$ cat src/logic/cko_cfg.svh
// Purpose: Constants for the clock output and oscillator control block
// Assumes: 16 MHz reference clock drives the divider; 8-bit register port
// Notes:   Offsets are register addresses on the documented register port
`ifndef CKO_CFG_SVH
`define CKO_CFG_SVH
`define CKO_ADDR_PAD_CFG     6'h03
`define CKO_ADDR_RX_CFG      6'h0a
`define CKO_ADDR_OSC_CFG     6'h12
`define CKO_RST_PAD_CFG      8'h19
`define CKO_RST_RX_CFG       8'h17
`define CKO_RST_OSC_CFG      8'hf0
`define CKO_PAD_IO_HI        7
`define CKO_PAD_IO_LO        6
`define CKO_PAD_CLK_HI       5
`define CKO_PAD_CLK_LO       4
`define CKO_DEFER_BIT        3
`define CKO_RATE_HI          2
`define CKO_RATE_LO          0
`define CKO_JITTER_BIT       5
`define CKO_MODE_HI          7
`define CKO_MODE_LO          4
`define CKO_TRIM_HI          3
`define CKO_TRIM_LO          0
`define CKO_MODE_EXT_REF     4'h4
`define CKO_MODE_XTAL        4'hf
`define CKO_RATE_OFF         3'h0
`define CKO_RATE_SYMBOL      3'h7
`define CKO_SLEEP_TAIL_CYC   6'h23
// Half periods in reference cycles for each rate code
`define CKO_HALF_1M          11'h008
`define CKO_HALF_2M          11'h004
`define CKO_HALF_4M          11'h002
`define CKO_HALF_8M          11'h001
`define CKO_HALF_250K        11'h020
`define CKO_HALF_20K         11'h190
`define CKO_HALF_40K         11'h0c8
`define CKO_HALF_25K         11'h140
`define CKO_HALF_62K5        11'h080
`endif

$ cat src/logic/cko_pkg.sv
// Purpose: Types for the clock output and oscillator control block
// Assumes: Constants come from cko_cfg.svh
// Notes:   Types only
package cko_pkg;
  typedef enum logic [1:0] {
    CKO_RUN   = 2'b00,
    CKO_TAIL  = 2'b01,
    CKO_SLEEP = 2'b10
  } cko_pwr_e;

  typedef struct packed {
    logic [7:0] pad_cfg;
    logic [7:0] rx_cfg;
    logic [7:0] osc_cfg;
    logic [2:0] active_rate;
    cko_pwr_e   pwr;
    logic [5:0] tail_cnt;
    logic [1:0] slp_sync;
    logic [1:0] slp_meta;
    logic [7:0] rdata;
  } cko_state_s;

  typedef struct packed {
    logic [2:0] rate;
    logic       mod_sel;
    logic       sub_mode;
    logic       run;
  } cko_div_cfg_s;

  typedef struct packed {
    logic [10:0] cnt;
    logic        clk_q;
    logic        edge_q;
  } cko_div_state_s;
endpackage

$ cat src/logic/cko_clock_ctrl.sv
// Purpose: Clock output, pad drive, jitter and oscillator configuration
// Assumes: clk is the 16 MHz reference; register port is a simple 8-bit strobe port
// Notes:   Active rate survives srst, only the register copy resets
//
// Overview of operation
// - Bits 5:4 of pad config set clock pin drive 2-8 mA, reset 1.
// - Bits 7:6 of pad config set other pads' drive, reset 0.
// - Bit 3 defers rate changes until after sleep; reset 1.
// - Rate code 0 stops the output clock and holds it low.
// - Codes 1-5 give 1,2,4,8,16 MHz, code 6 gives 250 kHz; reset 1.
// - Code 7 outputs the current symbol rate from modulation settings.
// - Symbol rate is 20/40 kHz or 25/62.5 kHz by modulation and submode.
// - Sleep request in idle at 1-16 MHz gives 35 more clock cycles.
// - Bit 5 of receiver config enables the jitter module, reset 0.
// - Jitter is forced off while transmitting or filter tuning.
// - Oscillator mode 0x4 selects external reference, 0xF the crystal.
// - Bits 3:0 of oscillator config give load trim, every code valid.
// - Rate change is immediate if defer is 0 or old rate 0.
// - Reset keeps the running rate; reads show 1; sleep then applies it.
// - Jitter reaches receiver and I/O only, never transmit or RF.
`timescale 1ns/1ns
`include "cko_cfg.svh"
// Register map
//   Pad config holds both pad drive fields, the defer bit and the rate code.
//   Receiver config holds the jitter enable; its other bits are plain storage.
//   Oscillator config holds the oscillator mode and the load trim.
//   Unmapped writes are dropped and unmapped reads return zero.
//
// Read path
//   Read data is registered, so it appears one cycle after the read strobe.
//   It then holds until the next read, which lets a slow host pick it up late.
//   A write and a read to one address in one cycle return the old contents.
//
// Rate shadow
//   The written rate code and the rate driving the divider are kept apart.
//   The divider always follows the active rate, never the register copy.
//   A write applies at once when deferral is off or the active rate was code 0.
//   Otherwise the new code waits in the register until sleep is left.
//   Reset reloads the register copy with its reset value but keeps the active rate, so a host
//   fed by the output clock gets the same rate back once a reset of this block ends.
//   Limitation: at power-up the active rate is unknown until the first
//   immediate write or the first wake; software must write the rate first.
//
// Sleep sequence
//   The sleep pin comes from another domain and passes a four-flop chain.
//   The chain adds four cycles of latency, which is longer than the two-cycle
//   period of the fastest divided rate that earns a tail.
//   With the radio idle and a rate between 1 and 16 MHz, the block counts
//   35 rising edges of the output clock before stopping it.
//   Other rates, including the symbol rate, stop at once.
//   Dropping the pin wakes the block and loads the rate from the register.
//   Trade-off: the tail counts divider edge markers rather than pin edges,
//   so the count stays in the block clock domain with no extra crossing.
//
// Jitter controls
//   Jitter enable is gated off while transmitting or tuning filters.
//   The receive and I/O enables are the same gated signal.
//   The transmit enable is tied low; jitter never reaches transmit or RF.
//
// Oscillator controls
//   The mode field is decoded into crystal, external reference or reserved.
//   Reserved codes enable neither path; the flag lets the host spot them.
//   Every trim code is legal and is passed straight to the capacitor array.
//
// Hazards
//   The 16 MHz code passes the reference itself, so that output is gated
//   combinationally; every slower rate leaves a flip-flop.
//   The divider compares its count against the live half period every cycle,
//   so a rate change can cut a high phase short.
module cko_clock_ctrl (
  // Clock and reset
  input  wire logic       clk,
  input  wire logic       srst,
  // Register port
  input  wire logic [5:0] reg_addr,
  input  wire logic       reg_wr,
  input  wire logic       reg_rd,
  input  wire logic [7:0] reg_wdata,
  output logic      [7:0] reg_rdata,
  // Radio state inputs, same clock domain
  input  wire logic       radio_idle_state,
  input  wire logic       tx_active,
  input  wire logic       filter_tuning,
  input  wire logic       modulation_select,
  input  wire logic       sub_mode,
  // Sleep trigger pin, asynchronous
  input  wire logic       sleep_tx_trigger,
  // Clock output pin and pad controls
  output logic            divided_clock_out,
  output logic      [1:0] clkout_pad_drive,
  output logic      [1:0] dig_pad_drive,
  // Power and jitter controls
  output logic            sleep_enter,
  output logic            rx_jitter_on,
  output logic            io_jitter_on,
  output logic            tx_jitter_on,
  // Oscillator controls
  output logic            crystal_osc_enable,
  output logic            ext_ref_select,
  output logic            osc_mode_reserved,
  output logic      [3:0] osc_load_trim
);
  cko_pkg::cko_state_s   st;
  cko_pkg::cko_state_s   next_st;
  cko_pkg::cko_div_cfg_s div_cfg;
  logic                  div_rise;
  logic                  slp_req;
  logic                  tail_rate;

  // Field helpers used by write and sleep logic
  function automatic logic [2:0] rate_of(input logic [7:0] r);
    rate_of = r[`CKO_RATE_HI:`CKO_RATE_LO];
  endfunction

  assign slp_req   = st.slp_sync[1];
  // Rates 1..16 MHz earn the extra tail cycles
  assign tail_rate = (st.active_rate >= 3'h1) && (st.active_rate <= 3'h5);

  // Register, rate shadow and sleep sequencing
  always_comb begin
    next_st          = st;
    next_st.slp_meta = {st.slp_meta[0], sleep_tx_trigger};
    next_st.slp_sync = {st.slp_sync[0], st.slp_meta[1]};
    if (reg_wr) begin
      case (reg_addr)
        `CKO_ADDR_PAD_CFG: begin
          next_st.pad_cfg = reg_wdata;
          if (!reg_wdata[`CKO_DEFER_BIT] || st.active_rate == `CKO_RATE_OFF) begin
            next_st.active_rate = rate_of(reg_wdata);
          end
        end
        `CKO_ADDR_RX_CFG:  next_st.rx_cfg  = reg_wdata;
        `CKO_ADDR_OSC_CFG: next_st.osc_cfg = reg_wdata;
        default: ;
      endcase
    end
    if (reg_rd) begin
      case (reg_addr)
        `CKO_ADDR_PAD_CFG: next_st.rdata = st.pad_cfg;
        `CKO_ADDR_RX_CFG:  next_st.rdata = st.rx_cfg;
        `CKO_ADDR_OSC_CFG: next_st.rdata = st.osc_cfg;
        default:           next_st.rdata = 8'h00;
      endcase
    end
    case (st.pwr)
      cko_pkg::CKO_RUN: begin
        if (slp_req && radio_idle_state) begin
          next_st.tail_cnt = 6'h00;
          next_st.pwr      = tail_rate ? cko_pkg::CKO_TAIL : cko_pkg::CKO_SLEEP;
        end
      end
      cko_pkg::CKO_TAIL: begin
        // Count output rising edges before stopping the clock
        if (div_rise) begin
          next_st.tail_cnt = st.tail_cnt + 6'h01;
          if (st.tail_cnt + 6'h01 == `CKO_SLEEP_TAIL_CYC) begin
            next_st.pwr = cko_pkg::CKO_SLEEP;
          end
        end
      end
      cko_pkg::CKO_SLEEP: begin
        if (!slp_req) begin
          next_st.pwr         = cko_pkg::CKO_RUN;
          next_st.active_rate = rate_of(next_st.pad_cfg);
        end
      end
      default: next_st.pwr = cko_pkg::CKO_RUN;
    endcase
  end

  // Registers; active rate deliberately survives srst so the pin resumes that rate after reset
  always_ff @(posedge clk) begin
    if (srst) begin
      st.pad_cfg  <= `CKO_RST_PAD_CFG;
      st.rx_cfg   <= `CKO_RST_RX_CFG;
      st.osc_cfg  <= `CKO_RST_OSC_CFG;
      st.pwr      <= cko_pkg::CKO_RUN;
      st.tail_cnt <= 6'h00;
      st.slp_sync <= 2'b00;
      st.slp_meta <= 2'b00;
      st.rdata    <= 8'h00;
      st.active_rate <= next_st.active_rate;
    end else begin
      st <= next_st;
    end
  end

  // Divider sees the live rate, stopped during sleep
  always_comb begin
    div_cfg          = '0;
    div_cfg.rate     = st.active_rate;
    div_cfg.mod_sel  = modulation_select;
    div_cfg.sub_mode = sub_mode;
    div_cfg.run      = (st.pwr != cko_pkg::CKO_SLEEP);
  end

  cko_divider u_div (
    .clk     (clk),
    .srst    (srst),
    .cfg     (div_cfg),
    .clk_out (divided_clock_out),
    .rise    (div_rise)
  );

  // Output decode
  assign reg_rdata          = st.rdata;
  assign clkout_pad_drive   = st.pad_cfg[`CKO_PAD_CLK_HI:`CKO_PAD_CLK_LO];
  assign dig_pad_drive      = st.pad_cfg[`CKO_PAD_IO_HI:`CKO_PAD_IO_LO];
  assign sleep_enter        = (st.pwr == cko_pkg::CKO_SLEEP);
  // Jitter never reaches the transmit path or RF synthesis
  assign rx_jitter_on       = st.rx_cfg[`CKO_JITTER_BIT] && !tx_active && !filter_tuning;
  assign io_jitter_on       = rx_jitter_on;
  assign tx_jitter_on       = 1'b0;
  assign crystal_osc_enable = (st.osc_cfg[`CKO_MODE_HI:`CKO_MODE_LO] == `CKO_MODE_XTAL);
  assign ext_ref_select     = (st.osc_cfg[`CKO_MODE_HI:`CKO_MODE_LO] == `CKO_MODE_EXT_REF);
  assign osc_mode_reserved  = !crystal_osc_enable && !ext_ref_select;
  assign osc_load_trim      = st.osc_cfg[`CKO_TRIM_HI:`CKO_TRIM_LO];
endmodule

$ cat src/logic/cko_divider.sv
// Purpose: Divides the 16 MHz reference to the selected output rate
// Assumes: clk is the 16 MHz reference
// Notes:   Rate changes take effect at any phase, so a runt pulse can appear
`timescale 1ns/1ns
`include "cko_cfg.svh"
module cko_divider (
  // Clock and reset
  input  wire logic              clk,
  input  wire logic              srst,
  // Configuration
  input  wire cko_pkg::cko_div_cfg_s cfg,
  // Output clock and its rising edge marker
  output logic                   clk_out,
  output logic                   rise
);
  cko_pkg::cko_div_state_s st;
  cko_pkg::cko_div_state_s next_st;

  // Half period per rate code; 16 MHz passes the reference straight through
  function automatic logic [10:0] half_of(input cko_pkg::cko_div_cfg_s c);
    case (c.rate)
      3'h1:    half_of = `CKO_HALF_1M;
      3'h2:    half_of = `CKO_HALF_2M;
      3'h3:    half_of = `CKO_HALF_4M;
      3'h4:    half_of = `CKO_HALF_8M;
      3'h6:    half_of = `CKO_HALF_250K;
      3'h7:    half_of = c.mod_sel ? (c.sub_mode ? `CKO_HALF_62K5 : `CKO_HALF_25K)
                                   : (c.sub_mode ? `CKO_HALF_40K : `CKO_HALF_20K);
      default: half_of = 11'h001;
    endcase
  endfunction

  // Toggle counter
  always_comb begin
    next_st        = st;
    next_st.edge_q = 1'b0;
    if (!cfg.run || cfg.rate == `CKO_RATE_OFF) begin
      next_st.clk_q = 1'b0;
      next_st.cnt   = 11'h000;
    end else if (st.cnt + 11'h001 >= half_of(cfg)) begin
      next_st.cnt    = 11'h000;
      next_st.clk_q  = ~st.clk_q;
      next_st.edge_q = ~st.clk_q;
    end else begin
      next_st.cnt = st.cnt + 11'h001;
    end
  end

  always_ff @(posedge clk) begin
    if (srst) begin
      st <= '0;
    end else begin
      st <= next_st;
    end
  end

  // 16 MHz code gates the reference itself
  assign clk_out = (cfg.run && cfg.rate == 3'h5) ? clk : st.clk_q;
  assign rise    = (cfg.run && cfg.rate == 3'h5) ? 1'b1 : st.edge_q;
endmodule

$ cat config.mk
export PLATFORM = sky130hd
export DESIGN_NAME = cko_clock_ctrl
export DESIGN_NICKNAME = d
export VERILOG_FILES = /design/src/logic/cko_pkg.sv /design/src/logic/cko_clock_ctrl.sv /design/src/logic/cko_divider.sv
export VERILOG_INCLUDE_DIRS = /design/src /design/src/logic
export SDC_FILE = /design/constraint.sdc
export NUM_CORES = 1
export LEC_CHECK = 0
export BUFFER_PORTS_ARGS = -buffer_cell sky130_fd_sc_hd__buf_2
export CAP_MARGIN = 20
export CORE_MARGIN = 4
export CORE_UTILIZATION = 35
export CTS_BUF_LIST = sky130_fd_sc_hd__clkbuf_4 sky130_fd_sc_hd__clkbuf_8
export DETAILED_ROUTE_END_ITERATION = 12
export HOLD_SLACK_MARGIN = 0.1
export PLACE_DENSITY = 0.62
export SYNTH_ARGS = -nofsm -noshare
export SYNTH_HDL_FRONTEND = slang
export SYNTH_HIERARCHICAL = 1
export SYNTH_SLANG_ARGS = --single-unit
$ cat constraint.sdc
create_clock -name clk -period 3 [get_ports clk]
set_input_delay 0.6 -clock clk [delete_from_list [all_inputs] [get_ports clk]]
set_output_delay 0.6 -clock clk [all_outputs]
set_load 0.005 [all_outputs]
* Yosys cells after proc, flatten, opt, wreduce, memory -nomap -nowiden
Cells that the tools add are included.
** Storage, ports and cells
- Register bits after elaboration :: 60
- Bits in latches :: 0
- RAM bits :: 0
- Bits in read-only memories :: 0
- Input port bits :: 24
- Output and inout port bits :: 24
- Memories kept :: 0
** Cells by class
- Add/subtract/negate cells :: 2
- Multipliers :: 0
- Divide/modulo/power cells :: 0
- Order comparisons :: 3
- Equal/unequal tests :: 19
- Shifts and indexed selects :: 0
- Mux-type cells :: 22
- Bitwise operators :: 2
- Reductions and logical operators :: 25
** Operators with widths (count)
- one-hot mux 11 bit (5 select lines) :: 1
- 2-to-1 mux 8 bit :: 4
- one-hot mux 8 bit (3 select lines) :: 1
- 2-to-1 mux 11 bit :: 2
- 2-to-1 mux 22 bit :: 1
- 2-to-1 mux 9 bit :: 2
- 2-to-1 mux 3 bit :: 4
- one-hot mux 6 bit (2 select lines) :: 1
- adder 11 x 1 -> 11 bit, second input constant :: 1
- >= comparator 11 bit :: 1
- != test 2 bit, second input constant :: 5
- equality test 3 bit, second input constant :: 3
- adder 6 x 1 -> 6 bit, second input constant :: 1
- equality test 3 x 2 -> 1 bit, second input constant :: 2
- equality test 6 x 2 -> 1 bit, second input constant :: 1
- equality test 6 x 4 -> 1 bit, second input constant :: 1
- equality test 6 x 5 -> 1 bit, second input constant :: 1
- equality test 6 bit, second input constant :: 1
- logical AND 1 bit :: 6
- zero test 1 bit :: 6
- one-hot mux 2 bit (3 select lines) :: 1
- AND reduction 2 bit :: 3
- OR reduction 3 bit :: 2
- 2-to-1 mux 5 bit :: 1
- 17 further kinds :: 21

* Depth between registers and ports, before layout
- Word-level depth :: 7
- Mapped depth :: 11
- Mapped depth without buffers :: 11

* Modules after synthesis
Netlist, hierarchy kept.
** By module, submodules not included
- cko_clock_ctrl :: instances 1, cells an instance 250, area each 2299.7 µm², sequential area each 940.9 µm²
- cko_divider :: instances 1, cells an instance 97, area each 898.4 µm², sequential area each 260.2 µm²

==> impl_metrics.json <==
{
  "status": "finished, final reports clean",
  "hp-class": "in2reg",
  "fin_nets": 422,
  "worst_path_largest_cell_delay_ns": 0.40,
  "groute.layer.met2.usage": 0.210,
  "internal_power_mw": 1.33,
  "detailroute.via_count": 2550,
  "power_frac_seq": 0.450,
  "fin_worst_skew_ns": 0.0117,
  "setup_viol_count_final": 0,
  "post-synth-top-area-cell": "sky130_fd_sc_hd__dfxtp_1",
  "worstReg2RegStart": "u_div/st[3]$_SDFF_PP0_",
  "synth_top_area_frac": 0.376,
  "critPathBufInv": 0,
  "sequential_cell_area_um2": 1200,
  "post_synth_instance_area_um2": 3200,
  "rr_endpoint": "u_div/st[4]$_SDFF_PP0_",
  "max-slew-margin-rel": 0.625,
  "critPathArrivalTime_ns": 3.08,
  "timing.hold.ws_ns": 0.370,
  "final_period_minus_worst_setup_slack_ns": 2.71,
  "vdd_ir_drop_max_v": 0.000240,
  "final_report_hold_violation_count": 0,
  "hold_buffers": 0,
  "grtUsageMet1": 0.169,
  "power_switching_uw": 533,
  "synth-edff-count": 0,
  "max_cap_viol_count": 0,
  "gp_routability_congestion": 0.810,
  "hold_start": "sleep_tx_trigger",
  "cp_slowest_cell": "sky130_fd_sc_hd__a221oi_4",
  "post_synth_num_cell_types": 58,
  "post_cts_buffers": 0,
  "grt_start_max_net_pins": 27,
  "core_area_um2": 8810,
  "max_freq_ghz": 0.369,
  "portBuffers": 46,
  "synth_async_sr_flop_share": 0,
  "grt_setup_unrepaired": "false",
  "flop_and_latch_count_out_of_synthesis": 60,
  "syn2layout_area_growth_pct": 13.3,
  "maximum_fanout_along_the_worst_path": 9,
  "grtUsageTotal": 0.134,
  "synth-warning-count": 6,
  "first_global_vias": 2459,
  "wire_length_of_the_first_global_routing_pass_um": 11800,
  "clock_insertion_delay_at_the_later_pin_of_the_skew_report_ns": 0.45,
  "core.rowCount": 34,
  "r2r_setup_slack_ns": 0.29,
  "power.switching_fraction": 0.286,
  "design_power_total_mw": 1.86,
  "crit_path_cell_trace": "ha_1 > nand3_1 > xnor2_1 > ha_1 > a21o_1 > a221o_1 > a221oi_4 > nand3_4 > nor2b_1",
  "dieWidth_um": 104,
  "start_util": 0.363,
  "synth_area_leaders": "sky130_fd_sc_hd__dfxtp_1 38%, sky130_fd_sc_hd__ha_1 6.3%, sky130_fd_sc_hd__mux2i_1 5.0%, sky130_fd_sc_hd__buf_4 4.9%, sky130_fd_sc_hd__nand2_1 2.9%",
  "violation_count_after_the_first_detailed_route_iteration": 103,
  "global_route.peak_usage_layer": "met2",
  "finalSetupTns_ns": 0,
  "power.static_leakage_nw": 1.66,
  "synthesis.instances": 347,
  "timing_worst_slew_pin_value_ns": 0.562,
  "timing.final.crit_share": 0.902,
  "cts_tree": "built",
  "globalRouteMet3Util": 0.0466,
  "leading_cell_types_in_the_layout_fill_and_taps_excluded": "60 x sky130_fd_sc_hd__dfxtp_1, 46 x sky130_fd_sc_hd__buf_2, 25 x sky130_fd_sc_hd__nand2_1",
  "worst-endpoint-required_ns": 3.37,
  "synth_ff_type": "sky130_fd_sc_hd__dfxtp_1",
  "combPwrFrac": 0.144,
  "path_common_cell": "sky130_fd_sc_hd__ha_1",
  "clock_power_share": 0.406,
  "grt_overflow_total": 0,
  "wire_per_inst_um": 14.2,
  "nFillCells": 877,
  "place.detailed.hpwl_um": 5150,
  "diodes": 0,
  "worstHoldPathCells": 2,
  "drc": 0,
  "timing.final.max_slew_violations": 0,
  "detailedRoute.firstPassIterationCount": 5,
  "path_delay_family": "compound AO/OA/AOI/OAI gates",
  "avgViaCountPerCell": 5.15,
  "ff2ff_path_depth": 9,
  "crit_path_start_kind": "flip-flop",
  "setup.worst_path.end_class": "flip-flop",
  "design.portCount": 48,
  "postSynthAreaPerCell_um2": 9.22,
  "quantity_of_gates_resized_following_cts": 0,
  "min_delay_worst_endpoint": "next_st[9]$_SDFF_PP0_",
  "clkSlewWorstSetupHoldPaths_ns": 0.07,
  "grt_antenna_before_repair": 0,
  "layout.cells.most_common": "sky130_fd_sc_hd__dfxtp_1",
  "multi_input_comb_area_um2": 1710,
  "postRouteAntennaNets": 0,
  "worst-setup-path-type": "reg2reg",
  "layout-drive-gt1-share": 0.222,
  "p_per_area_nw_per_um2": 514,
  "dieHeight_um": 104,
  "sequential_to_total_area_share_from_yosys_stat": 0.376,
  "floorplan.die_area_um2": 10700,
  "drt-total-wl_um": 7010
}
metrics by stage:
step	util	setup slack, ns	instances	cell area [um2]
floorplan	-	0.509	348	3200
global placement	0.387	0.339	476	3410
global route	0.411	0.0763	495	3620
finish	0.411	0.293	495	3620
CTS	0.411	0.260	495	3620
detailed placement	0.387	0.276	476	3410
worst max-delay path by stage:
| stage | start | to | slack, ns | cells after the start |
|---|---|---|---|---|
| after floorplan | sub_mode | u_div/st[1]$_SDFFE_PP0P_ | 0.51 | 9 |
| after global placement | sub_mode | u_div/st[1]$_SDFFE_PP0P_ | 0.34 | 10 |
| after detailed placement | sub_mode | u_div/st[4]$_SDFF_PP0_ | 0.28 | 10 |
| after CTS | u_div/st[3]$_SDFF_PP0_ | u_div/st[4]$_SDFF_PP0_ | 0.26 | 9 |
| after global routing | u_div/st[3]$_SDFF_PP0_ | u_div/st[9]$_SDFF_PP0_ | 0.08 | 9 |
| final | u_div/st[3]$_SDFF_PP0_ | u_div/st[4]$_SDFF_PP0_ | 0.29 | 9 |
registers in the layout, indices dropped and copies added (netlist names):
register / flops
reg_rdata: 8
div_cfg: 3
u_div/st: 13
clkout_pad_drive: 2
slp_req: 1
osc_load_trim: 4
st: 24
dig_pad_drive: 2
next_st: 3
logic make-up (layout without fill, tap and decap cells):
family | count (synthesis) | after routing | synth area share
AND/OR/NAND/NOR | 121 | 121 | 0.216
AO/OA/AOI/OAI | 69 | 69 | 0.172
flip-flops | 60 | 60 | 0.376
buffers and inverters | 52 | 91 | 0.0904
multiplexers | 17 | 17 | 0.0536
adder cells (fa/ha/maj) | 16 | 16 | 0.0626
XOR/XNOR | 10 | 10 | 0.0274
other | 2 | 3 | 0.00235
area by class of cell:
| cell class | instances | share of cell area |
|---|---|---|
| clock buffers | 13 | 0.0470 |
| clock inverters | 7 | 0.0145 |
| inverters | 18 | 0.0186 |
| multi-input cells | 236 | 0.472 |
| flip-flops and latches | 60 | 0.331 |
| well taps | 108 | 0.0373 |
| repair buffers | 53 | 0.0787 |
metal layers:
metal / part of all wire / up-vias
li1: - / 1288
met1: 0.47 / 1180
met2: 0.46 / 74
met3: 0.061 / 8
met4: 0.0076 / 0
met5: 0 / -
power groups by stage:
stage	clock, mW	combinational (mW)	sequential [mW]
2_1_floorplan	0.00842	0.175	0.859
3_3_place_gp	0.0127	0.262	0.856
3_5_place_dp	0.0127	0.268	0.856
4_1_cts	0.777	0.269	0.839
5_1_grt	0.822	0.299	0.843
6_report	0.757	0.268	0.839
synth_stat cells, types with 2 or more instances:
library cell and n:
sky130_fd_sc_hd__buf_2 6, sky130_fd_sc_hd__ha_1 16, sky130_fd_sc_hd__nand2b_1 6, sky130_fd_sc_hd__a22oi_1 8, sky130_fd_sc_hd__xnor2_1 7, sky130_fd_sc_hd__xor2_1 3
sky130_fd_sc_hd__and2_1 3, sky130_fd_sc_hd__a22o_1 8, sky130_fd_sc_hd__nand3b_1 5, sky130_fd_sc_hd__o21ai_0 7, sky130_fd_sc_hd__a21o_1 2, sky130_fd_sc_hd__nor2b_1 13
sky130_fd_sc_hd__inv_1 18, sky130_fd_sc_hd__mux2i_1 16, sky130_fd_sc_hd__nor2_1 24, sky130_fd_sc_hd__a222oi_1 3, sky130_fd_sc_hd__nand2_1 25, sky130_fd_sc_hd__conb_1 2
sky130_fd_sc_hd__buf_4 21, sky130_fd_sc_hd__nor3_1 3, sky130_fd_sc_hd__a41oi_1 2, sky130_fd_sc_hd__dfxtp_1 60, sky130_fd_sc_hd__a2111oi_2 2, sky130_fd_sc_hd__and3_1 6
sky130_fd_sc_hd__a31oi_1 3, sky130_fd_sc_hd__nand3_1 13, sky130_fd_sc_hd__nand4_1 4, sky130_fd_sc_hd__a21oi_1 12, sky130_fd_sc_hd__and4_1 3, sky130_fd_sc_hd__clkbuf_1 5
sky130_fd_sc_hd__nor4b_1 2, sky130_fd_sc_hd__o2bb2ai_1 8, sky130_fd_sc_hd__nor3b_1 3, sky130_fd_sc_hd__o211ai_1 4
(Power assumes the default switching activity.)
